--- config.mk ---
export PLATFORM = sky130hd
export DESIGN_NAME = rsb_master_flat
export DESIGN_NICKNAME = d
export VERILOG_FILES = /design/src/common/rsb_pkg.sv /design/src/common/rsb_if.sv /design/src/hdl/rsb_master.sv /design/src/flat_wrapper.sv
export VERILOG_INCLUDE_DIRS = /design/src /design/src/common
export SDC_FILE = /design/constraint.sdc
export NUM_CORES = 1
export LEC_CHECK = 0
export ABC_AREA = 1
export BUFFER_PORTS_ARGS = -buffer_cell sky130_fd_sc_hd__buf_2
export CAP_MARGIN = 20
export CORE_MARGIN = 1.5
export CORE_UTILIZATION = 35
export DETAILED_ROUTE_END_ITERATION = 10
export HOLD_SLACK_MARGIN = 0.12
export PLACE_DENSITY = 0.66
export REMOVE_ABC_BUFFERS = 1
export SLEW_MARGIN = 20
export SYNTH_ARGS = -nofsm -noshare
export SYNTH_HDL_FRONTEND = slang
export SYNTH_SLANG_ARGS = --single-unit
export TNS_END_PERCENT = 1
--- constraint.sdc ---
create_clock -name core_clk_i -period 1.45 [get_ports core_clk_i]
set_input_delay 0.29 -clock core_clk_i [delete_from_list [all_inputs] [get_ports core_clk_i]]
set_output_delay 0.29 -clock core_clk_i [all_outputs]
set_load 0.005 [all_outputs]
--- src/common/rsb_defs.svh ---
// constants for the serial burst port, both ends
`ifndef RSB_DEFS_SVH
`define RSB_DEFS_SVH
`define RSB_RTC_FIRST 7'h00
`define RSB_RTC_LAST 7'h1f
`define RSB_RAM_FIRST 7'h20
`define RSB_RAM_LAST 7'h7f
`define RSB_DIR_BIT 7
`define RSB_BIT_LAST 3'h7
`define RSB_SCLK_HALF 4'h3
`endif

--- src/common/rsb_pkg.sv ---
// types shared by both ends of the serial burst port
package rsb_pkg;
	typedef enum logic [1:0] {RSB_S_IDLE, RSB_S_ADDR, RSB_S_DATA} rsb_phase_t;
	typedef enum logic [2:0] {RSB_M_IDLE, RSB_M_SETUP, RSB_M_LOW, RSB_M_HIGH, RSB_M_END} rsb_mstate_t;
endpackage

--- src/common/rsb_if.sv ---
// link between master and device: ce, sclk, mode pin, shared or split data
`timescale 1ns/1ps
interface rsb_if;
	logic ce;
	logic sclk;
	logic interface_select_pin;
	logic serial_in_pin;
	logic serial_out_pin;
	logic serial_out_pin_oe_n;
	logic master_data;
	logic master_data_oe_n;
	modport device (
		input ce, sclk, interface_select_pin, serial_in_pin,
		output serial_out_pin, serial_out_pin_oe_n
	);
	modport master (
		output ce, sclk, interface_select_pin, master_data, master_data_oe_n,
		input serial_out_pin, serial_out_pin_oe_n
	);
endinterface

--- src/hdl/rsb_master.sv ---
// master end: frames ce, divides sclk, sends address and data, collects read bytes
`timescale 1ns/1ps
`include "rsb_defs.svh"
module rsb_master
	import rsb_pkg::*;
(
	input wire logic core_clk_i,
	input wire logic rst_i,
	rsb_if.master bus,
	input wire logic spi_mode_i,
	input wire logic cpol_i,
	input wire logic start_i,
	input wire logic [7:0] addr_byte_i,
	input wire logic [7:0] wdata_i,
	input wire logic last_i,
	output logic busy_o,
	output logic byte_next_o,
	output logic rvalid_o,
	output logic [7:0] rdata_o
);

////////////////////////////////////////////////////////////////
logic [1:0] din_s;
always_ff @(posedge core_clk_i) begin
	if (rst_i)
		din_s <= 2'h0;
	else
		din_s <= {din_s[0], spi_mode_i ? bus.serial_out_pin : (bus.serial_out_pin_oe_n ? 1'b1 : bus.serial_out_pin)};
end

rsb_mstate_t st, next_st;
logic ce, next_ce, sclk, next_sclk, mode, next_mode, pol, next_pol;
logic [3:0] div, next_div;
logic [2:0] cnt, next_cnt;
logic [7:0] sh, next_sh, rsh, next_rsh, rdata, next_rdata;
logic addr_ph, next_addr_ph, rdir, next_rdir, fin, next_fin;
logic dat, next_dat, oe_n, next_oe_n, bn, next_bn, rv, next_rv;
// the line is taken at the end of the sample phase: the device's edge detect plus two sync
// stages put its bit on din_s[1] one cycle after the sample edge itself
wire [7:0] rsh_in = mode ? {rsh[6:0], din_s[1]} : {din_s[1], rsh[7:1]};

function automatic logic pick(input logic [7:0] b, input logic [2:0] i, input logic msb);
	return msb ? b[`RSB_BIT_LAST - i] : b[i];
endfunction

always_comb begin
	next_st = st;
	next_ce = ce;
	next_sclk = sclk;
	next_mode = mode;
	next_pol = pol;
	next_div = div;
	next_cnt = cnt;
	next_sh = sh;
	next_rsh = rsh;
	next_rdata = rdata;
	next_addr_ph = addr_ph;
	next_rdir = rdir;
	next_fin = fin;
	next_dat = dat;
	next_oe_n = oe_n;
	next_bn = 1'b0;
	next_rv = 1'b0;
	unique case (st)
		RSB_M_IDLE: begin
			next_oe_n = 1'b1;
			if (start_i) begin
				next_mode = spi_mode_i;
				next_pol = spi_mode_i & cpol_i;
				next_sclk = spi_mode_i & cpol_i;
				next_sh = addr_byte_i;
				next_rdir = ~addr_byte_i[`RSB_DIR_BIT];
				next_addr_ph = 1'b1;
				next_fin = last_i;
				next_cnt = 3'h0;
				next_div = 4'h0;
				next_st = RSB_M_SETUP;
			end
		end
		RSB_M_SETUP: begin
			next_ce = 1'b1;
			next_dat = pick(sh, 3'h0, mode);
			next_oe_n = 1'b0;
			next_div = div + 4'h1;
			if (div == `RSB_SCLK_HALF) begin
				next_div = 4'h0;
				next_st = RSB_M_LOW;
			end
		end
		RSB_M_LOW: begin
			next_div = div + 4'h1;
			if (div == `RSB_SCLK_HALF) begin
				next_div = 4'h0;
				next_sclk = ~pol; // sample edge
				next_st = RSB_M_HIGH;
			end
		end
		RSB_M_HIGH: begin
			next_div = div + 4'h1;
			if (div == `RSB_SCLK_HALF) begin
				next_div = 4'h0;
				next_sclk = pol;
				next_rsh = rsh_in;
				next_cnt = cnt + 3'h1;
				next_st = RSB_M_LOW;
				if (cnt == `RSB_BIT_LAST) begin
					if (!addr_ph && rdir) begin
						next_rdata = rsh_in;
						next_rv = 1'b1;
					end
					if (!addr_ph && fin) begin
						next_st = RSB_M_END;
					end else begin
						next_addr_ph = 1'b0;
						next_sh = wdata_i;
						next_fin = addr_ph ? fin : last_i;
						next_bn = 1'b1;
						next_oe_n = ~(mode | ~rdir);
						next_dat = pick(wdata_i, 3'h0, mode);
					end
				end else begin
					next_dat = pick(sh, cnt + 3'h1, mode);
				end
			end
		end
		RSB_M_END: begin
			next_div = div + 4'h1;
			if (div == `RSB_SCLK_HALF) begin
				next_ce = 1'b0;
				next_oe_n = 1'b1;
				next_st = RSB_M_IDLE;
			end
		end
		default: next_st = RSB_M_IDLE;
	endcase
end

always_ff @(posedge core_clk_i) begin
	if (rst_i) begin
		st <= RSB_M_IDLE;
		ce <= 1'b0;
		sclk <= 1'b0;
		mode <= 1'b0;
		pol <= 1'b0;
		div <= 4'h0;
		cnt <= 3'h0;
		sh <= 8'h00;
		rsh <= 8'h00;
		rdata <= 8'h00;
		addr_ph <= 1'b0;
		rdir <= 1'b0;
		fin <= 1'b0;
		dat <= 1'b0;
		oe_n <= 1'b1;
		bn <= 1'b0;
		rv <= 1'b0;
	end else begin
		st <= next_st;
		ce <= next_ce;
		sclk <= next_sclk;
		mode <= next_mode;
		pol <= next_pol;
		div <= next_div;
		cnt <= next_cnt;
		sh <= next_sh;
		rsh <= next_rsh;
		rdata <= next_rdata;
		addr_ph <= next_addr_ph;
		rdir <= next_rdir;
		fin <= next_fin;
		dat <= next_dat;
		oe_n <= next_oe_n;
		bn <= next_bn;
		rv <= next_rv;
	end
end

assign bus.ce = ce;
assign bus.sclk = sclk;
assign bus.interface_select_pin = spi_mode_i;
assign bus.master_data = dat;
assign bus.master_data_oe_n = oe_n;
assign busy_o = (st != RSB_M_IDLE);
assign byte_next_o = bn;
assign rvalid_o = rv;
assign rdata_o = rdata;

endmodule

--- src/flat_wrapper.sv ---
// flat-port wrapper written by rule: the top's interface ports become plain ports
module rsb_master_flat import rsb_pkg::*;
  (core_clk_i, rst_i, spi_mode_i, cpol_i, start_i, addr_byte_i, wdata_i, last_i, busy_o, byte_next_o, rvalid_o, rdata_o, bus_ce, bus_sclk, bus_interface_select_pin, bus_master_data, bus_master_data_oe_n, bus_serial_out_pin, bus_serial_out_pin_oe_n);
  rsb_if bus_i ();
  input wire logic core_clk_i;
  input wire logic rst_i;
  input wire logic spi_mode_i;
  input wire logic cpol_i;
  input wire logic start_i;
  input wire logic [7:0] addr_byte_i;
  input wire logic [7:0] wdata_i;
  input wire logic last_i;
  output logic busy_o;
  output logic byte_next_o;
  output logic rvalid_o;
  output logic [7:0] rdata_o;
  output wire logic [$bits(bus_i.ce)-1:0] bus_ce;
  output wire logic [$bits(bus_i.sclk)-1:0] bus_sclk;
  output wire logic [$bits(bus_i.interface_select_pin)-1:0] bus_interface_select_pin;
  output wire logic [$bits(bus_i.master_data)-1:0] bus_master_data;
  output wire logic [$bits(bus_i.master_data_oe_n)-1:0] bus_master_data_oe_n;
  input wire logic [$bits(bus_i.serial_out_pin)-1:0] bus_serial_out_pin;
  input wire logic [$bits(bus_i.serial_out_pin_oe_n)-1:0] bus_serial_out_pin_oe_n;
  assign bus_ce = bus_i.ce;
  assign bus_sclk = bus_i.sclk;
  assign bus_interface_select_pin = bus_i.interface_select_pin;
  assign bus_master_data = bus_i.master_data;
  assign bus_master_data_oe_n = bus_i.master_data_oe_n;
  assign bus_i.serial_out_pin = bus_serial_out_pin;
  assign bus_i.serial_out_pin_oe_n = bus_serial_out_pin_oe_n;
  rsb_master u_core (.core_clk_i(core_clk_i), .rst_i(rst_i), .bus(bus_i), .spi_mode_i(spi_mode_i), .cpol_i(cpol_i), .start_i(start_i), .addr_byte_i(addr_byte_i), .wdata_i(wdata_i), .last_i(last_i), .busy_o(busy_o), .byte_next_o(byte_next_o), .rvalid_o(rvalid_o), .rdata_o(rdata_o));
endmodule
==> impl_metrics.json, run 1 <==
{
  "hp-start": "bus_serial_out_pin",
  "track_usage_pct": 16.1,
  "layout_setup_ws_ns": 0.0446,
  "synth_top_area_share_pct": 41.7,
  "vias_per_cell": 4.87,
  "syn_avg_cell_area_sq_um": 7.29,
  "tightest_slew_ns": 0.474,
  "rr_endpoint": "u_core.cnt[0]$_SDFFE_PP0P_",
  "synth_top_area_cell": "dfxtp_1",
  "synth_commonest_cells": "nand2_1 (71), dfxtp_1 (47), nor2_1 (32), inv_1 (30), o21ai_0 (28)",
  "ff2ff_path_depth": 9,
  "reg2reg_from": "u_core.st[2]$_SDFFE_PP0P_",
  "port_buffers": 39,
  "wl_per_cell_um": 11.8,
  "hold_class": "input pin to flop",
  "grt_start_max_net_pins": 20,
  "switching_share_pct": 36.6,
  "synth-edff-count": 0,
  "num_rows": 29,
  "relSlewSlack_pct": 68.1,
  "finalHoldViolCount": 0,
  "yosysSeqAreaShare_pct": 41.7,
  "clock_latency_ns": 0.30,
  "peakVddDrop_mv": 1.04,
  "yosysWarnings": 0,
  "coreArea_sq_mm": 0.00628,
  "htree_levels": 2,
  "clk_pin_slew_worst_paths_ns": 0.09,
  "clock_sink_count": 47,
  "ys.flop_type": "dfxtp_1",
  "synth_seq_cells": 47,
  "p_clk_share_pct": 22.5,
  "drt-met1-wl_um": 2570,
  "finalSetupTns_ns": 0,
  "final_util_pct": 47.6,
  "p_seq_share_pct": 37.5,
  "post-route-min-period_ns": 1.41,
  "yosysMostFrequentCell": "nand2_1",
  "hold-worst-slack_ns": 0.190,
  "drc_errors": 0,
  "wl_met2_um": 2590,
  "netlist_area_sq_mm": 0.00226,
  "wirelength_um": 5410,
  "grt_pass1_vias": 2065,
  "numPlacedInstances": 447,
  "pwr-share-comb_pct": 39.9,
  "p_leak_nw": 1.31,
  "dieHeight_um": 83.3,
  "p_per_area_mw_per_mm2": 1480,
  "hold_depth": 3,
  "die_w_um": 83.3,
  "synthTopCellsByArea": "dfxtp_1 (42%), nand2_1 (12%), o21ai_0 (6.2%)",
  "fin_worst_skew_ns": 0.00481,
  "top_layer": "met4",
  "period_share_pct": 96.9,
  "fill_cells": 635,
  "finalMaxSlewViolations": 0,
  "vias": 2226,
  "setup_viol": 0,
  "arrival_ns": 1.61,
  "cts_hold_buffers": 0,
  "cp.required_ns": 1.65,
  "outcome": "finished, final reports clean",
  "async_flop_share_pct": 0,
  "ant_nets": 0,
  "critPathCaptureType": "flop",
  "dp_slack_ns": -0.122,
  "die_area_sq_mm": 0.00694,
  "path_class": "flop to flop",
  "cts_root_buffer": "clkbuf_8",
  "clk_path_buf_depth": 2,
  "drive_above_1_share_pct": 32.9,
  "antenna_found_initial": 0,
  "hpwl_um": 3960,
  "critical_path.startpoint_type": "flop",
  "globalRouteOverflowTotal": 0,
  "synth_cell_type_count": 30,
  "p_total_mw": 4.43,
  "reg2reg_setup_slack_ns": 0.04,
  "final_nets": 406,
  "cts_tree": "done",
  "diodes": 0,
  "rsz0062_at_grt": "true",
  "gp_congestion": 0.818,
  "placed_cell_area_sq_mm": 0.00273,
  "cts_buffers": 5,
  "max_freq_mhz": 712,
  "route.met3.wl_um": 216,
  "floorplan.initialDensity_pct": 36.0,
  "ioPinCount": 40,
  "syn_inst": 310,
  "power.internal_mw": 2.81,
  "grt_first_pass_wirelength_um": 9220,
  "layout.cells.non_filler": 457,
  "stdcell_area_sq_mm": 0.00299,
  "maxCapViolCount": 0,
  "switching_power_mw": 1.62,
  "min_to": "u_core.din_s[0]$_SDFF_PP0_",
  "cp_max_fo": 4,
  "drtIter0Drc": 141,
  "first_pass_iters": 4,
  "area_growth_pct": 32.2
}
## power groups by stage
| stage | clock (mW) | sequential, mW | combinational [mW] |
|---|---|---|---|
| floorplan | 0 | 1.67 | 0.919 |
| global placement | 0 | 1.66 | 1.56 |
| detailed placement | 0 | 1.67 | 1.57 |
| CTS | 1.03 | 1.64 | 1.64 |
| global route | 1.08 | 1.69 | 1.99 |
| finish | 0.998 | 1.66 | 1.77 |
## final cells by class
class,instances,area (sq um),area share [%]
inverters,34,140,4.69
flip-flops and latches,47,948,31.8
well taps,77,96.3,3.23
clock inverters,3,46.3,1.55
clock buffers,5,68.8,2.30
multi-input cells,218,1240,41.4
repair buffers,73,450,15.1
## worst max-delay path by stage
stage | from | end | slack (ns)
global route | u_core.st[2]$_SDFFE_PP0P_ | u_core.st[2]$_SDFFE_PP0P_ | -0.06
CTS | u_core.st[2]$_SDFFE_PP0P_ | u_core.fin$_SDFFE_PP0P_ | -0.009
floorplan | u_core.st[0]$_SDFFE_PP0P_ | u_core.fin$_SDFFE_PP0P_ | -0.30
detailed placement | u_core.cnt[0]$_SDFFE_PP0P_ | u_core.fin$_SDFFE_PP0P_ | -0.12
finish | u_core.st[2]$_SDFFE_PP0P_ | u_core.cnt[0]$_SDFFE_PP0P_ | 0.04
global placement | u_core.cnt[0]$_SDFFE_PP0P_ | u_core.fin$_SDFFE_PP0P_ | -0.09
## repair_timing
| action | 4_1_cts | 5_1_grt |
|---|---|---|
| setup buffers | 0 | 1 |
| pin swaps | 1 | 6 |
| endpoints found under the setup margin | 21 | 35 |
| gates cloned | 1 | 0 |
| gates resized for setup | 10 | 33 |
## sequential cells by signal (all words and copies together), names as in the netlist, 2 cells and up
register        count
u_core.rdata_o      8
u_core.rsh          8
u_core.sh           8
u_core.div          4
u_core.cnt          3
u_core.st           3
u_core.din_s        2
## metal layers
| layer | global-route usage [%] | up-vias |
|---|---|---|
| met5 | 0 | - |
| met4 | 3.94 | 0 |
| met3 | 3.98 | 4 |
| met2 | 26.9 | 39 |
| met1 | 20.8 | 1014 |
| li1 | - | 1169 |
## cells in the final DEF (no fill, tap or decap), types with 4 or more instances in the layout
cell type / instances
a21oi_1: 18
clkbuf_8: 5
nor2_2: 7
inv_1: 26
nor2_1: 26
nand3_1: 15
a31oi_1: 10
inv_2: 4
dfxtp_1: 41
buf_2: 39
o21ai_0: 24
nand2_1: 68
nor2_4: 4
a211oi_1: 13
nand2_2: 4
buf_4: 34
dfxtp_2: 6
mux2i_1: 4
## cell families after synthesis
family,synth area share [%]
adder cells (fa/ha/maj),1.66
multiplexers,1.77
flip-flops,41.7
AND/OR/NAND/NOR,25.0
buffers and inverters,8.70
AO/OA/AOI/OAI,20.4
XOR/XNOR,0.776
## critical path, cell delays in order, from the launching register on
cell	delay, ns
dfxtp_2	0.37
inv_2	0.05
nand2_2	0.08
nor2_4	0.06
inv_4	0.07
nor2_8	0.04
nor2_4	0.20
buf_4	0.18
nor2_1	0.04
a211oi_1	0.21
Power figures use the tool's default switching activity.
==> run 2: changes to the inputs <==
--- a/config.mk
+++ b/config.mk
@@ -10,11 +10,12 @@
 export BUFFER_PORTS_ARGS = -buffer_cell sky130_fd_sc_hd__buf_2
 export CAP_MARGIN = 20
 export CORE_MARGIN = 1.5
-export CORE_UTILIZATION = 35
+export CORE_UTILIZATION = 50
 export DETAILED_ROUTE_END_ITERATION = 10
 export HOLD_SLACK_MARGIN = 0.12
-export PLACE_DENSITY = 0.66
+export PLACE_DENSITY = 0.85
 export REMOVE_ABC_BUFFERS = 1
+export SETUP_SLACK_MARGIN = 0.3
 export SLEW_MARGIN = 20
 export SYNTH_ARGS = -nofsm -noshare
 export SYNTH_HDL_FRONTEND = slang
==> constraint.sdc (replaced) <==
create_clock -name core_clk_i -period 1.45 [get_ports core_clk_i]
set_input_delay 0.2175 -clock core_clk_i [delete_from_list [all_inputs] [get_ports core_clk_i]]
set_output_delay 0.2175 -clock core_clk_i [all_outputs]
set_load 0.005 [all_outputs]
==> run 2 against run 1 <==
- the run now ends with setup timing left
- via count grew 5.3%
- sequential share of layout area shrank 0.27 points
- clock power is essentially flat
- total power grew 5.3%
- worst setup slack lost 0.11 ns
- final cell count shrank 3.9%
- combinational power grew 11%
- clock skew grew 0.0031 ns
- maximum frequency shrank 7.2%
- clock-buffer cell count is the same
- design area grew 1.1%
- critical path depth is the same
- largest cell class unchanged
- largest power group unchanged
- highest routed layer unchanged
==> impl_metrics.json, run 2 (synthesis results as in run 1) <==
{
  "arrival_ns": 1.72,
  "layout_setup_ws_ns": -0.0649,
  "finalHoldViolCount": 0,
  "relSlewSlack_pct": 77.0,
  "hpwl_um": 3950,
  "clk_pin_slew_worst_paths_ns": 0.09,
  "crit_slowest_cell": "dfxtp_2",
  "diodes": 0,
  "track_usage_pct": 25.0,
  "globalRouteOverflowTotal": 0,
  "drtIter0Drc": 284,
  "antenna_found_initial": 0,
  "clock_latency_ns": 0.31,
  "period_share_pct": 104,
  "top_layer": "met4",
  "cp_max_fo": 4,
  "reg2reg_from": "u_core.cnt[0]$_SDFFE_PP0P_",
  "rr_endpoint": "u_core.bus.master_data_oe_n$_SDFFE_PP1P_",
  "drc_errors": 0,
  "vias_per_cell": 5.34,
  "reg2reg_setup_slack_ns": -0.06,
  "drive_above_1_share_pct": 34.1,
  "final_nets": 413,
  "drt-met1-wl_um": 2520,
  "finalMaxSlewViolations": 0,
  "stdcell_area_sq_mm": 0.00302,
  "cp_num_cells": 9,
  "dieHeight_um": 70.2,
  "vias": 2343,
  "placed_cell_area_sq_mm": 0.00274,
  "grt_pass1_vias": 2298,
  "clock_sink_count": 47,
  "floorplan.initialDensity_pct": 51.9,
  "max_freq_mhz": 660,
  "htree_levels": 2,
  "setup_viol": 1,
  "cts_buffers": 5,
  "ioPinCount": 40,
  "critPathBufInv": 1,
  "p_total_mw": 4.66,
  "cts_root_buffer": "clkbuf_8",
  "num_rows": 24,
  "mostFrequentLayoutCells": "nand2_1 (66), dfxtp_1 (41), buf_2 (39), buf_4 (39)",
  "crit_family": "simple AND/OR/NAND/NOR gates",
  "hold_class": "input pin to flop",
  "critPathCaptureType": "flop",
  "fin_worst_skew_ns": 0.00794,
  "tightest_slew_ns": 0.342,
  "die_area_sq_mm": 0.00493,
  "cts_tree": "done",
  "worstSetupEndpoint": "u_core.bus.master_data_oe_n$_SDFFE_PP1P_",
  "violations": "setup timing",
  "ff2ff_path_depth": 9,
  "hold-worst-slack_ns": 0.122,
  "grt_start_max_net_pins": 29,
  "ant_nets": 0,
  "die_w_um": 70.2,
  "critical_path.startpoint_type": "flop",
  "outcome": "finished, violations left",
  "path_cells": "ha_4 -> ha_4 -> nand2_1 -> nand2_2 -> inv_4 -> nor2_2 -> nand2_2 -> a21oi_2 -> o21ai_2",
  "grt_first_pass_wirelength_um": 9980,
  "p_leak_nw": 1.35,
  "p_per_area_mw_per_mm2": 1540,
  "wl_met2_um": 3110,
  "slowest_delay_ns": 0.37,
  "startpoint": "u_core.cnt[0]$_SDFFE_PP0P_",
  "wirelength_um": 6040,
  "first_pass_iters": 4,
  "area_growth_pct": 33.7,
  "coreArea_sq_mm": 0.00435,
  "route.met3.wl_um": 323,
  "port_buffers": 39,
  "maxCapViolCount": 0,
  "path_class": "flop to flop",
  "rsz0062_at_grt": "true",
  "peakVddDrop_mv": 1.20,
  "clk_path_buf_depth": 2,
  "post-route-min-period_ns": 1.51,
  "gp_congestion": 0.933,
  "final_common_cell": "nand2_1",
  "wl_per_cell_um": 13.8,
  "cp.required_ns": 1.65
}
run 2: per-stage QoR:
step | setup slack (ns) | utilization [%] | cells | TNS (ns)
4_1_cts | 0.0473 | 68.4 | 439 | 0
3_3_place_gp | -0.0544 | 62.8 | 427 | -0.0648
3_5_place_dp | -0.109 | 62.8 | 427 | -0.661
6_report | -0.0649 | 69.4 | 439 | -0.0649
5_1_grt | -0.141 | 69.4 | 439 | -1.07
2_1_floorplan | -0.298 | - | 298 | -2.51
run 2: power breakdown:
part	internal, mW	switching [mW]
Sequential	1.51	0.171
Clock	0.523	0.494
Combinational	0.847	1.12
Total	2.88	1.78
run 2: worst register-to-register path, stage by stage (launching register included):
cell     delay (ns)
dfxtp_2        0.37
ha_4           0.14
ha_4           0.13
nand2_1        0.09
nand2_2        0.10
inv_4          0.07
nor2_2         0.13
nand2_2        0.09
a21oi_2        0.19
o21ai_2        0.09
run 2: layer usage:
layer,vias to the layer above,track usage (%)
met5,-,0
met4,0,8.12
met3,9,4.91
met2,74,44.0
met1,1083,30.5
li1,1177,-
run 2: how the worst min path moves through the flow:
stage	startpoint	depth (start not counted)	end	slack, ns
global route	bus_serial_out_pin	3	u_core.din_s[0]$_SDFF_PP0_	0.17
CTS	bus_serial_out_pin	3	u_core.din_s[0]$_SDFF_PP0_	0.13
detailed placement	u_core.din_s[0]$_SDFF_PP0_	2	u_core.din_s[1]$_SDFF_PP0_	0.39
global placement	u_core.din_s[0]$_SDFF_PP0_	2	u_core.din_s[1]$_SDFF_PP0_	0.39
finish	bus_serial_out_pin	3	u_core.din_s[0]$_SDFF_PP0_	0.12
floorplan	rst_i	1	u_core.addr_ph$_SDFFE_PP0P_	0.29
run 2: timing repair:
action,in CTS,in global routing
buffers inserted,2,0
cloned,1,0
setup endpoints to repair,46,46
hold buffers,1,0
endpoints found under the hold margin,1,0
pin swaps,4,4
gates resized for setup,34,16
run 2: cell type report:
class | instances | area, sq um
Timing Repair Buffer | 80 | 509
Fill cell | 313 | 1330
Multi-Input combinational cell | 218 | 1240
Clock buffer | 5 | 68.8
Inverter | 34 | 138
Sequential cell | 47 | 951
Clock inverter | 3 | 47.5
Tap cell | 52 | 65.1
==> run 3: changes to the inputs <==
--- a/config.mk
+++ b/config.mk
@@ -9,7 +9,6 @@
 export ABC_AREA = 1
 export BUFFER_PORTS_ARGS = -buffer_cell sky130_fd_sc_hd__buf_2
 export CAP_MARGIN = 20
-export CORE_MARGIN = 1.5
 export CORE_UTILIZATION = 50
 export DETAILED_ROUTE_END_ITERATION = 10
 export HOLD_SLACK_MARGIN = 0.12
==> run 3 against run 2 <==
- the run still ends with setup timing left
- sequential power about the same
- worst setup slack worse by 0.10 ns
- global-route usage up 0.25 points
- final cell count up 2.1%
- combinational power up 8%
- clock power about the same
- routed wire length up 26%
- clock skew down 0.0011 ns
- non-clock buffer count up 10
- design area up 6.1%
- largest power group unchanged
- hold slack better by 0.025 ns
- clock-buffer cell count unchanged
==> impl_metrics.json, run 3 (synthesis results as in run 1) <==
{
  "outcome": "finished, violations left",
  "violations": "setup timing",
  "setup_viol": 20,
  "coreArea_sq_mm": 0.00435,
  "clock_latency_ns": 0.32,
  "cp_max_fo": 3,
  "peakVddDrop_mv": 1.17,
  "power.internal_mw": 2.97,
  "vias": 2688,
  "stdcell_area_sq_mm": 0.00321,
  "grt_pass1_vias": 2153,
  "relSlewSlack_pct": 72.2,
  "area_growth_pct": 41.9,
  "dieHeight_um": 69.2,
  "ioPinCount": 40,
  "drtIter0Drc": 333,
  "die_area_sq_mm": 0.00479,
  "cts_tree": "done",
  "path_class": "flop to flop",
  "cts_buffers": 5,
  "arrival_ns": 1.82,
  "die_w_um": 69.2,
  "grt_first_pass_wirelength_um": 9770,
  "placed_cell_area_sq_mm": 0.00270,
  "hold_class": "input pin to flop",
  "drc_errors": 0,
  "wirelength_um": 7580,
  "port_buffers": 39,
  "hpwl_um": 3820,
  "p_seq_share_pct": 35.2,
  "floorplan.initialDensity_pct": 51.9,
  "track_usage_pct": 25.2,
  "htree_levels": 2,
  "final_nets": 422,
  "fill_cells": 286,
  "mostFrequentLayoutCells": "nand2_1 (67), dfxtp_1 (41), buf_2 (39)",
  "first_pass_iters": 6,
  "wl_per_cell_um": 16.9,
  "switching_share_pct": 38.9,
  "cts_root_buffer": "clkbuf_8",
  "max_freq_mhz": 618,
  "globalRouteOverflowTotal": 0,
  "tightest_slew_ns": 0.412,
  "p_leak_nw": 1.45,
  "clk_path_buf_depth": 2,
  "num_rows": 24,
  "clk_pin_slew_worst_paths_ns": 0.10,
  "switching_power_mw": 1.89,
  "layout_setup_ws_ns": -0.168,
  "fin_worst_skew_ns": 0.00682,
  "rsz0062_at_grt": "true",
  "p_total_mw": 4.86,
  "critPathCaptureType": "flop",
  "ant_nets": 0,
  "critical_path.startpoint_type": "flop",
  "clock_sink_count": 47,
  "cp.required_ns": 1.65,
  "p_per_area_mw_per_mm2": 1520,
  "drive_above_1_share_pct": 36.9,
  "p_clk_share_pct": 21.4,
  "multi_input_area_sq_mm": 0.00127,
  "maxCapViolCount": 0,
  "seq_area_sq_um": 951,
  "antenna_found_initial": 0,
  "post-route-min-period_ns": 1.62,
  "period_share_pct": 112,
  "gp_congestion": 0.904,
  "pwr-share-comb_pct": 43.5,
  "vias_per_cell": 6.00,
  "finalHoldViolCount": 0,
  "grt_start_max_net_pins": 29,
  "finalMaxSlewViolations": 0,
  "diodes": 0,
  "final_common_cell": "nand2_1"
}
## run 3: cell count changes in the layout (fill, tap and decap cells not counted), sizes merged
cell and change:
buf +8, clkbuf +1, clkinvlp +1, dlygate4sd3 +1, inv -1, nor2 -1
## run 3: worst max-delay path, cell delays in order, from the launching register on
cell     delay, ns
dfxtp_2       0.38
ha_4          0.15
ha_4          0.14
nand2_1       0.08
nand2_2       0.08
inv_2         0.07
buf_4         0.14
nor2_1        0.12
nand2_1       0.11
a21oi_2       0.13
o21ai_0       0.09
## run 3: repair_timing
action / 4_1_cts / 5_1_grt
endpoints found under the setup margin: 46 / 46
buffers inserted: 3 / 14
pin swaps: 4 / 7
cloned: 0 / 1
resized for setup: 29 / 48
hold endpoints to repair: 1 / 1
hold buffers: 1 / 1
## run 3: power by group through the flow
stage,combinational (mW),clock [mW],sequential (mW)
2_1_floorplan,0.919,0,1.67
6_report,2.11,1.04,1.71
5_1_grt,2.26,1.09,1.72
3_3_place_gp,1.55,0,1.67
3_5_place_dp,1.59,0,1.68
4_1_cts,1.73,1.03,1.67
## run 3: path summary, 6_finish.rpt
check | startpoint | end | slack, ns | cells past startpoint
setup / recovery | u_core.cnt[0]$_SDFFE_PP0P_ | u_core.bus.master_data_oe_n$_SDFFE_PP1P_ | -0.17 | 10
setup reg to reg | u_core.cnt[0]$_SDFFE_PP0P_ | u_core.bus.master_data_oe_n$_SDFFE_PP1P_ | -0.17 | 10
hold reg to reg | u_core.din_s[0]$_SDFF_PP0_ | u_core.din_s[1]$_SDFF_PP0_ | 0.41 | 2
hold / removal | bus_serial_out_pin_oe_n | u_core.din_s[0]$_SDFF_PP0_ | 0.15 | 3
## run 3: stage by stage
step	setup WS [ns]	TNS (ns)	hold slack, ns	util (%)	instances
floorplan	-0.298	-2.51	0.287	-	298
CTS	-0.0459	-0.142	0.125	67.0	432
detailed placement	-0.128	-1.13	0.395	61.9	420
global placement	-0.0655	-0.468	0.393	61.9	420
global route	-0.222	-3.37	0.152	73.6	448
finish	-0.168	-1.80	0.147	73.6	448
## run 3: layer usage
metal,track usage [%],up-vias,part of all wire [%]
li1,-,1203,-
met1,30.7,1246,38
met2,43.9,193,50
met3,4.94,46,7.6
met4,9.30,0,4.2
met5,0,-,0
## run 3: final cells by class
class | count | area share [%]
Timing Repair Buffer | 90 | 20.4
Inverter | 34 | 4.49
Tap cell | 52 | 2.03
Multi-Input combinational cell | 217 | 39.8
Clock buffer | 5 | 2.15
Clock inverter | 3 | 1.48
Sequential cell | 47 | 29.7
